`src/pkg/pin_mux_pkg.sv`:
```
// constants and types for the multifunction pin selector
// Function
// (RL1) implicit-io flag high for implicit-io dma, low for host and addressed cycles
// (RL2) external-decode flag low while local cycle came from external decode
// (RL3) external-decode flag timed like the local chip selects
// (RL4) local status and mem/io copy bus lines, driven at address latch strobe
// (RL5) option register 5 bits 3 and 4 appear as static outputs when selected
// (RL6) software picks the interrupt line through option-select programming
// (RL7) at most one interrupt output active; unselected ones stay high
// (RL8) each pin carries the function its code field selects
// (RL9) software must not write reserved selection codes
// (RL10) general output pin drives output-port register bit of its index
// (RL11) selection registers read/write; function changes next clock after write
package pin_mux_pkg;
  localparam logic [7:0] addr_select_hi = 8'h1D;
  localparam logic [7:0] addr_select_mid = 8'h1E;
  localparam logic [7:0] addr_select_lo = 8'h1C;
  localparam logic [7:0] addr_select_lo2 = 8'h1B;
  localparam logic [7:0] addr_out_port = 8'h0F;
  localparam logic [7:0] addr_option5 = 8'h05;
  localparam logic [7:0] addr_irq_status = 8'h20;
  localparam logic [7:0] addr_irq_mask = 8'h21;
  localparam logic [7:0] addr_pin_in = 8'h22;
  localparam logic [7:0] reset_select = 8'h00;
  localparam logic [7:0] reset_byte = 8'h00;
  localparam logic [7:0] reset_pins = 8'hFF;
  localparam logic reset_status_n = 1'b1;
  localparam logic reset_mem_not_io = 1'b0;
  localparam int num_pins = 8;
  localparam int code_bits = 4;
  // output codes (bit 3 set = output)
  localparam logic [3:0] code_out_port = 4'h8;
  localparam logic [3:0] code_option_a = 4'hA;
  localparam logic [3:0] code_irq = 4'hC;
  localparam logic [3:0] code_flag_d = 4'hD;
  localparam logic [3:0] code_status = 4'hE;
  localparam int opt_bit_lo = 3;
  localparam int opt_bit_hi = 4;
  typedef struct packed {
    logic dma_cycle;
    logic implicit_io;
    logic ext_decode_cycle;
    logic chip_select_active;
    logic addr_latch;
    logic status0_n;
    logic status1_n;
    logic mem_not_io;
  } local_cycle_t;
  typedef struct packed {
    logic cyc;
    logic stb;
    logic we;
    logic [7:0] adr;
    logic [7:0] dat;
  } wb_req_t;
endpackage

```
`src/rtl/local_pin_function_mux.sv`:
```
// multifunction pin selector with wishbone register slave
//
// The implementer's own choice: the Wishbone register port.
`timescale 1ns/1ps
module local_pin_function_mux (
  // clock and reset
  input wire logic clk,
  input wire logic reset,
  // wishbone slave
  input wire pin_mux_pkg::wb_req_t wb_req,
  input wire logic [3:0] wb_sel,
  output logic [31:0] wb_dat_o,
  output logic wb_ack,
  // local cycle state
  input wire pin_mux_pkg::local_cycle_t cycle,
  input wire logic interrupt_req_n,
  // pins
  input wire logic [7:0] pin_in,
  output logic [7:0] pin_out,
  output logic [7:0] pin_oe,
  // interrupt
  output logic irq
);
  import pin_mux_pkg::*;

  logic [7:0] pin_function_select_hi;
  logic [7:0] pin_function_select_mid;
  logic [7:0] select_lo;
  logic [7:0] select_lo2;
  logic [7:0] out_port;
  logic [7:0] option5;
  logic [7:0] irq_status;
  logic [7:0] irq_mask;
  logic [7:0] pin_in_q;
  logic local_status0_n;
  logic local_status1_n;
  logic local_mem_not_io;
  logic [7:0] next_pin_out;
  logic [7:0] next_pin_oe;

  wire [31:0] codes_all = {pin_function_select_hi, pin_function_select_mid, select_lo, select_lo2};
  wire access = wb_req.cyc & wb_req.stb & ~wb_ack;
  wire wr_en = access & wb_req.we & wb_sel[0];
  wire wr_hi = wr_en & (wb_req.adr == addr_select_hi);
  wire wr_mid = wr_en & (wb_req.adr == addr_select_mid);
  wire wr_lo = wr_en & (wb_req.adr == addr_select_lo);
  wire wr_lo2 = wr_en & (wb_req.adr == addr_select_lo2);
  wire wr_out = wr_en & (wb_req.adr == addr_out_port);
  wire wr_opt = wr_en & (wb_req.adr == addr_option5);
  wire wr_stat = wr_en & (wb_req.adr == addr_irq_status);
  wire wr_mask = wr_en & (wb_req.adr == addr_irq_mask);
  wire [7:0] rd_byte =
    (wb_req.adr == addr_select_hi) ? pin_function_select_hi :
    (wb_req.adr == addr_select_mid) ? pin_function_select_mid :
    (wb_req.adr == addr_select_lo) ? select_lo :
    (wb_req.adr == addr_select_lo2) ? select_lo2 :
    (wb_req.adr == addr_out_port) ? out_port :
    (wb_req.adr == addr_option5) ? option5 :
    (wb_req.adr == addr_irq_status) ? irq_status :
    (wb_req.adr == addr_irq_mask) ? irq_mask :
    (wb_req.adr == addr_pin_in) ? pin_in_q : 8'h00;

  // implicit-io flag: high only for implicit-io dma cycles
  wire dma_implicit_io_flag = cycle.dma_cycle & cycle.implicit_io; // RL1
  // ext-decode flag gated by the same chip-select timing
  wire ext_cycle_n = ~(cycle.ext_decode_cycle & cycle.chip_select_active); // RL2 RL3

  // pin codes that select the interrupt output
  logic [7:0] irq_pin_sel;
  logic [7:0] first_irq;

  // events: rising edge of each pin input
  wire [7:0] pin_rise = pin_in & ~pin_in_q;

  always_ff @(posedge clk) begin
    if (reset) begin
      pin_function_select_hi <= reset_select;
      pin_function_select_mid <= reset_select;
      select_lo <= reset_select;
      select_lo2 <= reset_select;
      out_port <= reset_byte;
      option5 <= reset_byte;
      irq_mask <= reset_byte;
    end else begin
      if (wr_hi) pin_function_select_hi <= wb_req.dat; // RL11
      if (wr_mid) pin_function_select_mid <= wb_req.dat; // RL11
      if (wr_lo) select_lo <= wb_req.dat;
      if (wr_lo2) select_lo2 <= wb_req.dat;
      if (wr_out) out_port <= wb_req.dat;
      if (wr_opt) option5 <= wb_req.dat;
      if (wr_mask) irq_mask <= wb_req.dat;
    end
  end

  // sticky status: set wins over write-one clear
  always_ff @(posedge clk) begin
    if (reset) begin
      irq_status <= reset_byte;
    end else begin
      irq_status <= (irq_status & ~(wr_stat ? wb_req.dat : 8'h00)) | pin_rise;
    end
  end

  // local status copies latched at address latch strobe
  always_ff @(posedge clk) begin
    if (reset) begin
      local_status0_n <= reset_status_n;
      local_status1_n <= reset_status_n;
      local_mem_not_io <= reset_mem_not_io;
      pin_in_q <= reset_byte;
    end else begin
      pin_in_q <= pin_in;
      if (cycle.addr_latch) begin
        local_status0_n <= cycle.status0_n; // RL4
        local_status1_n <= cycle.status1_n; // RL4
        local_mem_not_io <= cycle.mem_not_io; // RL4
      end
    end
  end

  // one interrupt pin at most: lowest selected pin wins
  always_comb begin
    irq_pin_sel = 8'h00;
    for (int i = 0; i < num_pins; i++) begin
      irq_pin_sel[i] = (codes_all[i*code_bits +: code_bits] == code_irq);
    end
    first_irq = irq_pin_sel & (~irq_pin_sel + 8'h01); // RL7
  end

  genvar p;
  generate
    for (p = 0; p < num_pins; p++) begin : g_pin
      wire [3:0] code = codes_all[p*code_bits +: code_bits];
      logic val;
      always_comb begin
        val = 1'b1;
        case (code)
          code_out_port: val = out_port[p]; // RL10
          code_option_a: val = (p == 6) ? option5[opt_bit_hi] : option5[opt_bit_lo]; // RL5
          code_irq: val = first_irq[p] ? interrupt_req_n : 1'b1; // RL6 RL7
          code_flag_d: val = (p == 2) ? ext_cycle_n : dma_implicit_io_flag; // RL1 RL2
          code_status: val = (p == 5) ? local_status0_n :
            (p == 6) ? local_status1_n : local_mem_not_io; // RL4
          default: val = 1'b1;
        endcase
      end
      assign next_pin_out[p] = val;
      assign next_pin_oe[p] = code[3]; // RL8
    end
  endgenerate

  always_ff @(posedge clk) begin
    if (reset) begin
      pin_out <= reset_pins;
      pin_oe <= reset_byte;
      wb_ack <= 1'b0;
      wb_dat_o <= 32'h0000_0000;
    end else begin
      pin_out <= next_pin_out; // RL8
      pin_oe <= next_pin_oe;
      wb_ack <= access;
      // read data held until the next accepted request
      if (access) wb_dat_o <= {24'h000000, rd_byte}; // RL11
    end
  end

  assign irq = |(irq_status & irq_mask);
endmodule // local_pin_function_mux

```
`config.mk`:
```
export PLATFORM = sky130hd
export DESIGN_NAME = local_pin_function_mux
export DESIGN_NICKNAME = d
export VERILOG_FILES = /design/src/pkg/pin_mux_pkg.sv /design/src/rtl/local_pin_function_mux.sv
export SDC_FILE = /design/constraint.sdc
export NUM_CORES = 1
export LEC_CHECK = 0
export BUFFER_PORTS_ARGS = -buffer_cell sky130_fd_sc_hd__buf_2
export CAP_MARGIN = 20
export CORE_MARGIN = 2
export CORE_UTILIZATION = 50
export CTS_BUF_LIST = sky130_fd_sc_hd__clkbuf_16
export CTS_CLUSTER_DIAMETER = 40
export DETAILED_ROUTE_END_ITERATION = 16
export HOLD_SLACK_MARGIN = 0.02
export PLACE_DENSITY_LB_ADDON = 0.1
export SLEW_MARGIN = 25
export SYNTH_ARGS = -nofsm -noshare
export SYNTH_HDL_FRONTEND = slang
export SYNTH_SLANG_ARGS = --single-unit
```
`constraint.sdc`:
```
create_clock -name clk -period 1.4 [get_ports clk]
set_input_delay 0.14 -clock clk [delete_from_list [all_inputs] [get_ports clk]]
set_output_delay 0.14 -clock clk [all_outputs]
set_load 0.005 [all_outputs]
```
==> results.txt, run 1 <==
- Number of DRC violations after detailed-routing iteration 0: 366
* Area post-placement: just under 6000 um2
- At the end of routability-driven placement, the weighted congestion stood at 0.932.
* Outcome: finished with violations
- During synthesis, Yosys emitted a total of 0 warnings.
* Num CTS Buffers: 9
- Aggregate global-route resource usage: 0.301
- Averaged over all synthesized cells, the footprint is approximately 8 um2.
* Net count of the finished layout: just under 800
* Leading cell types in the layout, fill and taps excluded: sky130_fd_sc_hd__dfxtp_1 (98), sky130_fd_sc_hd__buf_4 (83), sky130_fd_sc_hd__nand2_1 (78)
- The synthesized netlist occupies a cell area of approximately 5000 um2.
* RSZ-0062 raised after global routing: true
- Vias per cell: roughly 5.7
- Of the total power, registers draw 0.486.
* Most common cell after layout, fill and taps aside: sky130_fd_sc_hd__dfxtp_1
* DRC violation count after routing: 0
- The die covers about 11000 um2.
- Timing analysis after detailed placement gives a worst setup slack of -210 ps.
* Final routed wirelength across all metal layers: 16100 um
* Vias post-DR: 4986
- For the final routed database, the setup TNS stands at -6910 ps.
- Critical-path maximum fanout: 8
- Of the cells placed in the final design, the portion with a size suffix greater than 1 is 0.313.
- After clock tree synthesis, the clock-pin slew on the worst setup and hold paths is about 70 ps.
* Detailed-routing iteration count for the pre-antenna-repair pass: 5
- Detailed placement ended at an HPWL of 11800 um.
- STA classifies the critical path startpoint as a flop.
- Yosys mapped a number of flops with a built-in enable equal to 0.
* Insertion delay to the later sink of the worst-skew pair: about 350 ps
* Type of the tightest min-delay check: in2reg
- Across the routed clock network, the largest skew measured is just under 7 ps.
- Total power: ~6.0 mW
- Synth Flop Type: sky130_fd_sc_hd__dfxtp_1
- The worst setup path is captured at a flop.
- Worst slew pin tran: about 570 ps
* Period utilisation layout: 1.12
- TritonCTS built the clock tree.
* Leakage power: approximately 2.5 nW
* Minimum hold slack: ~24 ps
* Root Driver: sky130_fd_sc_hd__clkbuf_16
* Switching power of the nets: 1.50 mW
* Critical Path Start: wb_ack
* IO Port Bufs: 64
- At the worst endpoint, the required time is 1680 ps.
- In this run the critical register-to-register path is launched from wb_ack.
- Setup Crit Path Kind: reg2reg
- After detailed placement, the design holds a cell count of 850.
- The count of nets left with antenna violations once routing finished came out at 0.
* Critical Path AT: approximately 1900 ps
* Via count of the first global-routing pass: approximately 4600
- Async set or reset register ratio after synthesis: 0
- Measured on the finished design, the core utilization comes to 0.672.
* Pins Over Slew Limit: 0
- Minimum clock period: 1570 ps
- The internal power of the cells totals around 4.5 mW.
- Cell variety after synth: between 50 and 60
* Total grt overflow: 0
- Ports placed on the boundary: 92
- The first global-routing pass estimated about 25000 um of wire.
- Violated checks: setup timing
- The H-tree was split into 3 levels.
* Setup WS post-layout: -169 ps
* Maximum vdd drop: around 600 uV
* Power density of the placed cells: approximately 930 nW/um2
- The initialized floorplan defines 36 standard-cell rows.
- Max Clock Freq: 0.638 GHz
- Entering global routing, the biggest net connects 37 pins.
- Hold Vio Cnt, Final: 0
- Launch instance of the worst min-delay path: pin_in[1]
- Of the synthesized area, sequential elements account for 0.403.
* Number of antenna cells inserted: 0
- From bottom edge to top edge, the die measures 104 um.
- Final instance area: around 6500 um2
- Number of filler instances in the final layout: between 800 and 900
- In this run, synthesis produced a sequential element count of 100.
* Core Region: slightly below 10000 um2
* Syn-to-layout area delta: 31.2%
* Clock Tree Buf Depth: 2
- Total setup violations reported at the end of the flow: 68
- Worst relative slew slack: 0.615
- Die Wd: 104 um
* Number of cells produced by synthesis: 604
- Post-route non-filler standard cell count: between 800 and 900
* Number of max-cap violations: 0
* Clock power share: 0.414
* TritonCTS Sinks: 100
- Combinational cell fraction of total power: 0.100
- The initial antenna violation count is 0.
* Post-detailed-route wirelength per cell: roughly 18 um
- Of the total power, the share spent switching nets is 0.249.
- Initial Util: 0.512
-- layer usage --
layer | global-route usage | part of all wire
met5 | 0 | 0
met3 | 0.0441 | 0.062
met1 | 0.397 | 0.43
met2 | 0.501 | 0.48
met4 | 0.113 | 0.027
-- critical path: stages (launching register included) --
cell and delay [ps]:
sky130_fd_sc_hd__dfxtp_2 320, sky130_fd_sc_hd__and3b_2 260, sky130_fd_sc_hd__nand3_4 160, sky130_fd_sc_hd__buf_6 180
sky130_fd_sc_hd__nor3_4 180, sky130_fd_sc_hd__buf_6 170, sky130_fd_sc_hd__nand2_2 70, sky130_fd_sc_hd__a21oi_2 150
-- sequential cells by signal (all words and copies together) (netlist names) --
register                 flops
irq_mask                     8
irq_status                   8
option5                      8
out_port                     8
pin_function_select_hi       8
pin_function_select_mid      8
pin_in_q                     8
pin_oe                       8
pin_out                      8
select_lo2                   8
select_lo                    8
wb_dat_o                     8
local_mem_not_io             1
local_status0_n              1
local_status1_n              1
wb_ack                       1
-- worst paths after layout --
kind                  to  slack, ps  cells past startpoint
max          irq_mask[5]       -170                      7
min          pin_in_q[1]         20                      2
max reg2reg  irq_mask[5]       -170                      7
min reg2reg  irq_mask[2]        480                      2
-- cell usage after synthesis, types with 2 or more instances --
library cell / instances / share of area
sky130_fd_sc_hd__a211o_1: 3 / 0.0053
sky130_fd_sc_hd__a21o_1: 2 / 0.0030
sky130_fd_sc_hd__a21oi_1: 64 / 0.065
sky130_fd_sc_hd__a22oi_1: 17 / 0.026
sky130_fd_sc_hd__a311oi_1: 8 / 0.014
sky130_fd_sc_hd__a31oi_1: 5 / 0.0063
sky130_fd_sc_hd__buf_2: 8 / 0.0081
sky130_fd_sc_hd__buf_4: 27 / 0.041
sky130_fd_sc_hd__clkbuf_1: 25 / 0.019
sky130_fd_sc_hd__dfxtp_1: 100 / 0.40
sky130_fd_sc_hd__mux2_2: 2 / 0.0045
sky130_fd_sc_hd__mux2i_1: 28 / 0.056
sky130_fd_sc_hd__nand2_1: 85 / 0.064
sky130_fd_sc_hd__nand2b_1: 15 / 0.019
sky130_fd_sc_hd__nand3_1: 27 / 0.027
sky130_fd_sc_hd__nand3_2: 2 / 0.0040
sky130_fd_sc_hd__nand4_1: 2 / 0.0025
sky130_fd_sc_hd__nand4b_1: 2 / 0.0035
sky130_fd_sc_hd__nor2_1: 42 / 0.032
sky130_fd_sc_hd__nor2b_1: 39 / 0.049
sky130_fd_sc_hd__nor3_1: 11 / 0.011
sky130_fd_sc_hd__nor3_4: 2 / 0.0066
sky130_fd_sc_hd__nor4_1: 6 / 0.0076
sky130_fd_sc_hd__nor4_4: 3 / 0.013
sky130_fd_sc_hd__nor4bb_1: 3 / 0.0061
sky130_fd_sc_hd__o21ai_0: 29 / 0.029
sky130_fd_sc_hd__o221ai_1: 3 / 0.0053
sky130_fd_sc_hd__o22ai_1: 10 / 0.013
sky130_fd_sc_hd__or2_2: 6 / 0.0076
sky130_fd_sc_hd__or3_1: 4 / 0.0050
-- power by group through the flow --
stage,sequential (mW),clock [mW],combinational [mW]
CTS,2.93,2.53,0.586
detailed placement,2.99,0,0.555
floorplan,2.98,0,0.336
global placement,2.99,0,0.545
finish,2.93,2.50,0.605
global route,2.93,2.65,0.650
-- cell type report --
| type | instances | area, um2 | share of cell area |
|---|---|---|---|
| flip-flops and latches | 100 | 2000 | 0.308 |
| multi-input cells | 464 | 2930 | 0.449 |
| inverters | 1 | 3.75 | 0.000576 |
| clock inverters | 7 | 70.1 | 0.0108 |
| clock buffers | 9 | 225 | 0.0346 |
| well taps | 133 | 166 | 0.0256 |
| repair buffers | 160 | 1120 | 0.172 |
-- repair_timing --
action,in CTS,in global routing
hold endpoints to repair,6,0
endpoints found under the setup margin,71,78
pin swaps,13,13
hold buffers,6,0
buffers inserted,2,0
resized for setup,23,23
-- kinds of logic after synthesis --
| family | after synthesis | share of synthesized area |
|---|---|---|
| AOI/OAI and AO/OA | 150 | 0.183 |
| buffers and inverters | 63 | 0.0716 |
| DFF | 100 | 0.403 |
| muxes | 31 | 0.0656 |
| and+or+nand+nor | 259 | 0.276 |
| other | 1 | 0.000756 |
Power figures use the tool's default switching activity.
==> run 2: changes to the inputs <==
--- a/config.mk
+++ b/config.mk
@@ -5,11 +5,11 @@
 export SDC_FILE = /design/constraint.sdc
 export NUM_CORES = 1
 export LEC_CHECK = 0
+export ABC_AREA = 1
 export BUFFER_PORTS_ARGS = -buffer_cell sky130_fd_sc_hd__buf_2
 export CAP_MARGIN = 20
 export CORE_MARGIN = 2
 export CORE_UTILIZATION = 50
-export CTS_BUF_LIST = sky130_fd_sc_hd__clkbuf_16
 export CTS_CLUSTER_DIAMETER = 40
 export DETAILED_ROUTE_END_ITERATION = 16
 export HOLD_SLACK_MARGIN = 0.02
==> run 2 against run 1 <==
  * Critical path depth down 3
  * The flow still finishes with violations (setup timing)
  * Register-to-register slack better by 150 ps
  * Sequential share of layout area up 1.9 points
  * Combinational power down 23%
  * Die area down 0.99%
  * Fmax up 5.9%
  * Routed wire length down 6.0%
  * Clock skew up 5.8 ps
  * Clock power down 23%
==> results.txt, run 2 <==
- The post-route antenna net violation count was 0 (unchanged).
- Cell internal power dissipation: 3.92 mW (-13%)
- The floorplan die area was 10600 um2 (-0.99%).
- Aggregate global-route resource usage: 0.293 (-0.00819)
* Worst Hold Endpoint: local_status1_n
* Worst relative slew slack: 0.627 (+0.0120)
* Maximum number of pins on one net before global-route repair: 40 (+8.1%)
- The number of sinks driven by the clock tree is 100 (unchanged).
- By startpoint and endpoint, the worst setup path is classified as reg2out.
- Type of the tightest min-delay check: in2reg
- The area taken by multi-input logic gates was 2400 um2 (-18%).
- Root Driver: sky130_fd_sc_hd__clkbuf_8
* Cell type with the largest total area after synthesis: sky130_fd_sc_hd__dfxtp_1
* Worst slew pin tran: 559 ps (-14.2 ps)
- STA classifies the critical path startpoint as a flop.
- The site row count was 36 (unchanged).
* Cell variety after synth: 43 (-20%)
- The share of power burned in combinational logic is 0.087 (-0.013).
- Syn-to-layout area delta: 25.6%
- Worst Skew: 12.5 ps (+5.78 ps)
- Pins Over Slew Limit: 0 (unchanged)
* Fraction of power consumed by sequential logic: 0.551 (+0.065)
- The routed wire length came to 15200 um (-6.0%).
* Insertion delay to the later sink of the worst-skew pair: 380 ps (+30 ps)
* Critical Path AT: 1340 ps (-510 ps)
- Area taken by flip-flops and latches: 2010 um2 (+0.50%)
* Number of max-cap violations: 0 (unchanged)
- IO Port Bufs: 64 (unchanged)
- Total setup violations reported at the end of the flow: 2 (-97%)
- The depth of the worst register-to-register path is 9 (+2).
- The average wire length per cell after detail routing is 15.8 um (-14%).
* Most frequent cell after synthesis: sky130_fd_sc_hd__nand2_1
- The fmax was 0.675 GHz (+5.9%).
- The synthesized area is 4910 um2 (-1.0%).
- The global-route congestion overflow total was 0 (unchanged).
- The via count of the first global-routing pass came to 4648 (+0.043%).
- The library cells used most frequently in the layout, excluding fill and tap cells, are sky130_fd_sc_hd__inv_1 (104), sky130_fd_sc_hd__nand2_1 (100), sky130_fd_sc_hd__dfxtp_1 (90).
- The leakage dissipation came to 2.88 nW (+15%).
- The worst path required time was 1260 ps (-420 ps).
- The global-route wire length before repair came to 23100 um (-8.4%).
- The total instance count after detailed placement was 927 (+9.1%).
* Ports placed on the boundary: 92 (unchanged)
* Synth warn: 0 (unchanged)
- STA classifies the critical path endpoint as an output pin.
- Switching power of the nets: 1.40 mW (-6.5%)
- Share of final-layout standard cells stronger than drive strength 1: 0.237 (-0.0758)
* Initial antenna violation count: 0 (unchanged)
* DRC violation count after routing: 0 (unchanged)
- Average instance area after synthesis: 7.05 um2 (-14%)
- Switch share: 0.264 (+0.0147)
- The worst setup slack before clock tree synthesis was -158 ps (+51.5 ps).
- Synth Flop Type: sky130_fd_sc_hd__dfxtp_1
* Fraction of post-synthesis cell area in the top cell type by area: 0.408 (+0.00421)
- The cell area after layout is 6170 um2 (-5.3%).
- The post-synthesis instance total is 697 (+15%).
- Num CTS Buffers: 9 (unchanged)
- Counting instances in the post-synthesis netlist gives the leading cell types as sky130_fd_sc_hd__nand2_1 (106), sky130_fd_sc_hd__inv_1 (105), sky130_fd_sc_hd__dfxtp_1 (100).
* Post-route non-filler standard cell count: 959 (+9.7%)
- Net count of the finished layout: 863 (+11%)
- The clock transition at the registers of the reported paths was 100 ps (+30 ps).
- The maximum net fanout on the critical path is 3 (-5).
- The number of buffers on the longest clock path is 2 (unchanged).
* Endpoint of the most critical register-to-register path: pin_out[6]
* Maximum vdd drop: 761 uV (+30%)
* Launch instance of the worst min-delay path: cycle[3]
- The effective utilization at floorplan is 0.509 (-0.00293).
- The final weighted congestion in routability-driven placement was 0.993 (+6.5%).
* Total power: 5.32 mW (-12%)
* RSZ-0062 raised after global routing: true
- The least setup slack across all paths after layout is -81.6 ps (+87.0 ps).
* Minimum clock period: 1480 ps (-87.0 ps)
* CTS HTree Levels: 3 (unchanged)
- The placed wire-length estimate came to 11100 um (-6.3%).
* Sum Neg Setup Slack: -96.6 ps (+6810 ps)
* Clock power share: 0.362 (-0.052)
* Minimum hold slack: 32.5 ps (+8.55 ps)
* Outcome: finished with violations
- The overall die width was 103 um (-0.50%).
* Async set or reset register ratio after synthesis: 0 (unchanged)
- Cell types with the largest area share after synthesis: sky130_fd_sc_hd__dfxtp_1 (41%), sky130_fd_sc_hd__o21ai_0 (9.1%), sky130_fd_sc_hd__nand2_1 (8.1%)
- Area post-placement: 5640 um2 (-5.3%)
- Number of DRC violations after detailed-routing iteration 0: 323 (-12%)
- Number of enable flip-flop cells after synthesis: 0 (unchanged)
* Cell depth of the worst hold path: 3 (+1)
- Vias per cell: 5.23 (-8.3%)
- Total of flip-flops plus latches after synthesis: 100 (unchanged)
* Vias post-DR: 5019 (+0.66%)
- The number of hold violations in the final report came to 0 (unchanged).
* Die H: 103 um (-0.50%)
- Detailed-routing iteration count for the pre-antenna-repair pass: 5 (unchanged)
- TritonCTS built the clock tree.
- Violated checks: setup timing
- Power density of the placed cells: 864 nW/um2 (-6.8%)
- Start of the worst register-to-register path: select_lo2[2]
* Finished Core Util: 0.640 (-0.0328)
- The share of the clock period used by the worst path came to 1.06 (-0.0621).
- Most common cell after layout, fill and taps aside: sky130_fd_sc_hd__inv_1
* Number of filler instances in the final layout: 920 (+10%)
- Number of antenna cells inserted: 0 (unchanged)
- The share of synthesized area occupied by flip-flops and latches is 0.408 (+0.00421).
* Flop-to-flop setup slack: -20 ps (+150 ps)
* Core Region: 9640 um2 (-0.47%)
[run 2: area by class of cell]
cell class                      count  share of cell area
Timing Repair Buffer              135               0.158
Clock buffer                       10              0.0207
Inverter                          109              0.0670
Multi-Input combinational cell    466               0.389
Sequential cell                   100               0.327
Clock inverter                      6              0.0116
Tap cell                          133              0.0270
[run 2: worst max path at each step]
stage	from	endpoint	slack, ps	depth (start not counted)
6_report	irq_status[2]	irq	-80	4
5_1_grt	irq_status[2]	irq	-140	4
4_1_cts	select_lo2[3]	pin_out[6]	-90	9
3_5_place_dp	wb_req[12]	irq_status[6]	-160	8
3_3_place_gp	wb_req[14]	pin_function_select_mid[5]	-120	9
2_1_floorplan	wb_ack	irq_status[3]	10	6
[run 2: metal layers]
| metal | global-route usage | vias up | wire length, um |
|---|---|---|---|
| met4 | 0.0901 | 0 | 344 |
| met3 | 0.0651 | 31 | 1180 |
| li1 | - | 2485 | - |
| met2 | 0.491 | 199 | 7120 |
| met5 | 0 | - | 0 |
| met1 | 0.377 | 2304 | 6530 |
[run 2: critical path, stage by stage (launching register included)]
cell and delay (ps):
sky130_fd_sc_hd__dfxtp_2 340, sky130_fd_sc_hd__a22o_1 240, sky130_fd_sc_hd__a221oi_2 170, sky130_fd_sc_hd__nand2_1 80
sky130_fd_sc_hd__buf_2 130
[run 2: repair_timing]
item,CTS,global route
hold buffers,11,0
hold endpoints to repair,12,0
endpoints found under the setup margin,15,33
gates resized for setup,11,38
gates cloned,0,1
pin swaps,6,11
setup buffers,8,1
[run 2: cell families after synthesis]
| logic type | after synthesis | share of synthesized area |
|---|---|---|
| other cells | 1 | 0.000764 |
| compound gates | 197 | 0.218 |
| buf+inv | 154 | 0.145 |
| flops | 100 | 0.408 |
| simple gates | 245 | 0.229 |
[run 2: power by group through the flow]
stage	Combinational (mW)	Clock, mW	Sequential [mW]
2_1_floorplan	0.253	0	2.98
3_3_place_gp	0.402	0	2.99
3_5_place_dp	0.406	0	2.99
4_1_cts	0.447	1.95	2.93
5_1_grt	0.514	2.06	2.94
6_report	0.464	1.93	2.93
==> run 3: changes to the inputs <==
--- a/config.mk
+++ b/config.mk
@@ -9,7 +9,7 @@
 export BUFFER_PORTS_ARGS = -buffer_cell sky130_fd_sc_hd__buf_2
 export CAP_MARGIN = 20
 export CORE_MARGIN = 2
-export CORE_UTILIZATION = 50
+export CORE_UTILIZATION = 55
 export CTS_CLUSTER_DIAMETER = 40
 export DETAILED_ROUTE_END_ITERATION = 16
 export HOLD_SLACK_MARGIN = 0.02
==> constraint.sdc (replaced) <==
create_clock -name clk -period 1.8 [get_ports clk]
set_input_delay 0.18 -clock clk [delete_from_list [all_inputs] [get_ports clk]]
set_output_delay 0.18 -clock clk [all_outputs]
set_load 0.005 [all_outputs]
==> run 3 against run 2 <==
  * The run now ends clean
  * Non-clock buffer count fell by 42
  * Global-route usage is 1.2 points higher
  * Clock skew is 0.80 ps lower
  * Final cell count down 7.1%
  * First-iteration DRC count increased by 7.7%
  * Critical path depth stayed put
  * Worst setup slack improved by 260 ps
  * Hold slack lost 7.9 ps
  * Flip-flop and latch count stayed put
  * Register-to-register slack better by 210 ps
  * Largest cell class unchanged
  * Highest routed layer unchanged
==> results.txt, run 3 (synthesis gave the netlist of run 2 again) <==
- The least setup slack across all paths after layout was 179 ps (+260 ps).
- Switching power of the nets: 1.09 mW (-22%)
- Delay of the slowest cell on the worst path: 350 ps (about the same)
- The remaining routing DRC violations is 0 (unchanged).
- Leaving out fill and tap cells, the most frequent cells in the layout are sky130_fd_sc_hd__nand2_1 (106), sky130_fd_sc_hd__inv_1 (105), sky130_fd_sc_hd__dfxtp_1 (100).
* Area enclosed by the die boundary: 9700 um2 (-8.7%)
* Maximum number of pins on one net before global-route repair: 47 (+18%)
- Critical Path AT: 1440 ps (+100 ps)
- The global-route congestion overflow total is 0 (unchanged).
- The peak supply drop was 540 uV (-29%).
* Insertion delay to the later sink of the worst-skew pair: 390 ps (about the same)
- Ports placed on the boundary: 92 (unchanged)
- Timing would allow up to approximately 0.62 GHz.
- Power density of the placed cells: 712 nW/um2 (-18%)
- Outcome: finished, final reports clean
* Number of post-CTS setup repair buffers: 0 (-8)
- Num CTS Buffers: 9 (unchanged)
- The post-route antenna net violation count was 0 (unchanged).
* Share of final-layout standard cells stronger than drive strength 1: 0.161 (-0.0764)
* Site Rows: 34 (-5.6%)
- Clock power share: 0.348 (-0.014)
- The maximum net fanout on the critical path came to 3 (unchanged).
* IO Port Bufs: 64 (unchanged)
* Area occupied by multi-input gates: 2290 um2 (-4.8%)
* Final Wtd Congestion: 0.958 (-3.5%)
- CTS HTree Levels: 3 (unchanged)
- The leakage dissipation came to 2.60 nW (-9.5%).
* Number of filler instances in the final layout: 788 (-14%)
- The slowest stage of the critical path belongs to the cell sky130_fd_sc_hd__dfxtp_1.
- The max-capacitance violation count was 0 (unchanged).
- The worst setup slack before clock tree synthesis came to 136 ps (+294 ps).
* Syn-to-layout area delta: 13.5%
- The average wire length per cell after detail routing came to 16.3 um (+3.0%).
- Via count of the first global-routing pass: 4402 (-5.3%)
* Kind of cell with the highest combined delay on the critical path: compound AO/OA/AOI/OAI gates
- TritonCTS built the clock tree.
- Post-CTS clock slew at the launch and capture registers of the worst setup and hold paths: 100 ps (about the same)
- Hold Vio Cnt, Final: 0 (unchanged)
- Aggregate global-route resource usage: 0.305 (+0.0120)
- The total power is 3.97 mW (-25%).
* Pins Over Slew Limit: 0 (unchanged)
- Final routed wirelength across all metal layers: 14500 um (-4.3%)
- Period utilisation layout: 0.901
- Type of the tightest min-delay check: in2reg
- Post-DP HPWL: 10600 um (-4.4%)
- The vias per cell came to 5.37 (+2.7%).
- Number of antenna cells inserted: 0 (unchanged)
* Combinational cell fraction of total power: 0.078 (-0.009)
- Setup Crit Path Kind: reg2out
* Initial antenna violation count: 0 (unchanged)
- Wire length of the first global-routing pass: 22900 um (-0.48%)
- The cell sitting at the root of the clock tree is a sky130_fd_sc_hd__clkbuf_8.
- The final layout net count was 821 (-4.9%).
- Minimum hold slack: 24.5 ps (-7.94 ps)
- Setup repair after global routing left no endpoint under its margin.
- The die span in y was 98.5 um (-4.5%).
- Number of DRC violations after detailed-routing iteration 0: 348 (+7.7%)
- For the finished layout, the period the worst path requires is between 1500 and 2000 ps.
- Sum Neg Setup Slack: 0 ps (+96.6 ps)
- Cell-by-cell trace of the critical path: a22o_1 -> a221oi_1 -> nand2_1 -> buf_2
* Vias post-DR: 4787 (-4.6%)
* Worst Setup Start Kind: flop
* TritonCTS Sinks: 100 (unchanged)
* Required @ worst endpoint: 1620 ps (+360 ps)
- The library cell used most frequently in the layout, excluding fill and tap cells, is sky130_fd_sc_hd__nand2_1.
* Buf+Inv Stages, Crit Path: 1 (unchanged)
* Worst Setup End Kind: output pin
* Area taken by flip-flops and latches: 2000 um2 (-0.62%)
* Die Wd: 98.5 um (-4.5%)
* Detailed-routing iteration count for the pre-antenna-repair pass: 5 (unchanged)
* Worst Skew: 11.7 ps (-0.801 ps)
- Initial Util: 0.566 (+0.0564)
* Cell internal power dissipation: 2.87 mW (-27%)
* Clock Tree Buf Depth: 2 (unchanged)
* Fraction of power consumed by sequential logic: 0.574 (+0.023)
* Switch share: 0.275 (+0.0117)
- The total of endpoints with negative setup slack in the final report came to 0 (-2).
* Core Region: 8680 um2 (-10%)
- Flop-to-flop setup slack: 190 ps (+210 ps)
==> run 3: changes by cell type in the layout (fill, tap and decap cells not counted), sizes merged <==
cell	delta
clkinv	+1
dlygate4sd3	-3
buf	-38
clkbuf	-2
bufinv	-1
==> run 3: power groups by stage <==
| stage | Combinational, mW | Clock [mW] | Sequential (mW) |
|---|---|---|---|
| 2_1_floorplan | 0.196 | 0 | 2.32 |
| 3_3_place_gp | 0.283 | 0 | 2.33 |
| 3_5_place_dp | 0.288 | 0 | 2.33 |
| 4_1_cts | 0.303 | 1.40 | 2.28 |
| 5_1_grt | 0.343 | 1.48 | 2.28 |
| 6_report | 0.309 | 1.38 | 2.28 |
==> run 3: routing by layer <==
| metal | global-route usage | share of wire |
|---|---|---|
| met1 | 0.428 | 0.45 |
| met2 | 0.472 | 0.45 |
| met3 | 0.0447 | 0.071 |
| met4 | 0.129 | 0.029 |
| met5 | 0 | 0 |
==> run 3: worst reg2reg max path: stages, from the launching register on <==
cell                      delay [ps]
sky130_fd_sc_hd__dfxtp_1         340
sky130_fd_sc_hd__nand2_1          70
sky130_fd_sc_hd__nor3_1           60
sky130_fd_sc_hd__nor2_1          130
sky130_fd_sc_hd__nand2_1         100
sky130_fd_sc_hd__nor2_1          150
sky130_fd_sc_hd__nand2_1         120
sky130_fd_sc_hd__nor2_2          160
sky130_fd_sc_hd__a21oi_1          80
sky130_fd_sc_hd__or2_2           300
==> run 3: cell type report <==
type	instances	share of cell area
tap	108	0.0242
clock buffer	9	0.0222
sequential	100	0.359
multi-input combinational	466	0.410
clock inverter	6	0.0106
timing repair buffer	93	0.100
inverter	109	0.0734
==> run 3: what timing repair did <==
action                                  CTS  global route
hold endpoints to repair                  8             0
endpoints found under the setup margin    0             1
gates resized for setup                   0             1
hold buffers                              8             0
==> run 3: path summary, 6_finish.rpt <==
check                      from          end  cells past startpoint
setup / recovery  irq_status[7]          irq                      4
hold / removal        pin_in[5]  pin_in_q[5]                      3
setup reg to reg  select_lo2[3]   pin_out[6]                      9
hold reg to reg     wb_dat_o[3]  wb_dat_o[3]                      2
==> run 3: stage by stage <==
step / util / cell area [um2] / instances
after global placement: 0.612 / 5310 / 868
after CTS: 0.642 / 5570 / 891
after detailed placement: 0.612 / 5310 / 868
after global routing: 0.642 / 5570 / 891
final: 0.642 / 5570 / 891
after floorplan: - / 5000 / 720
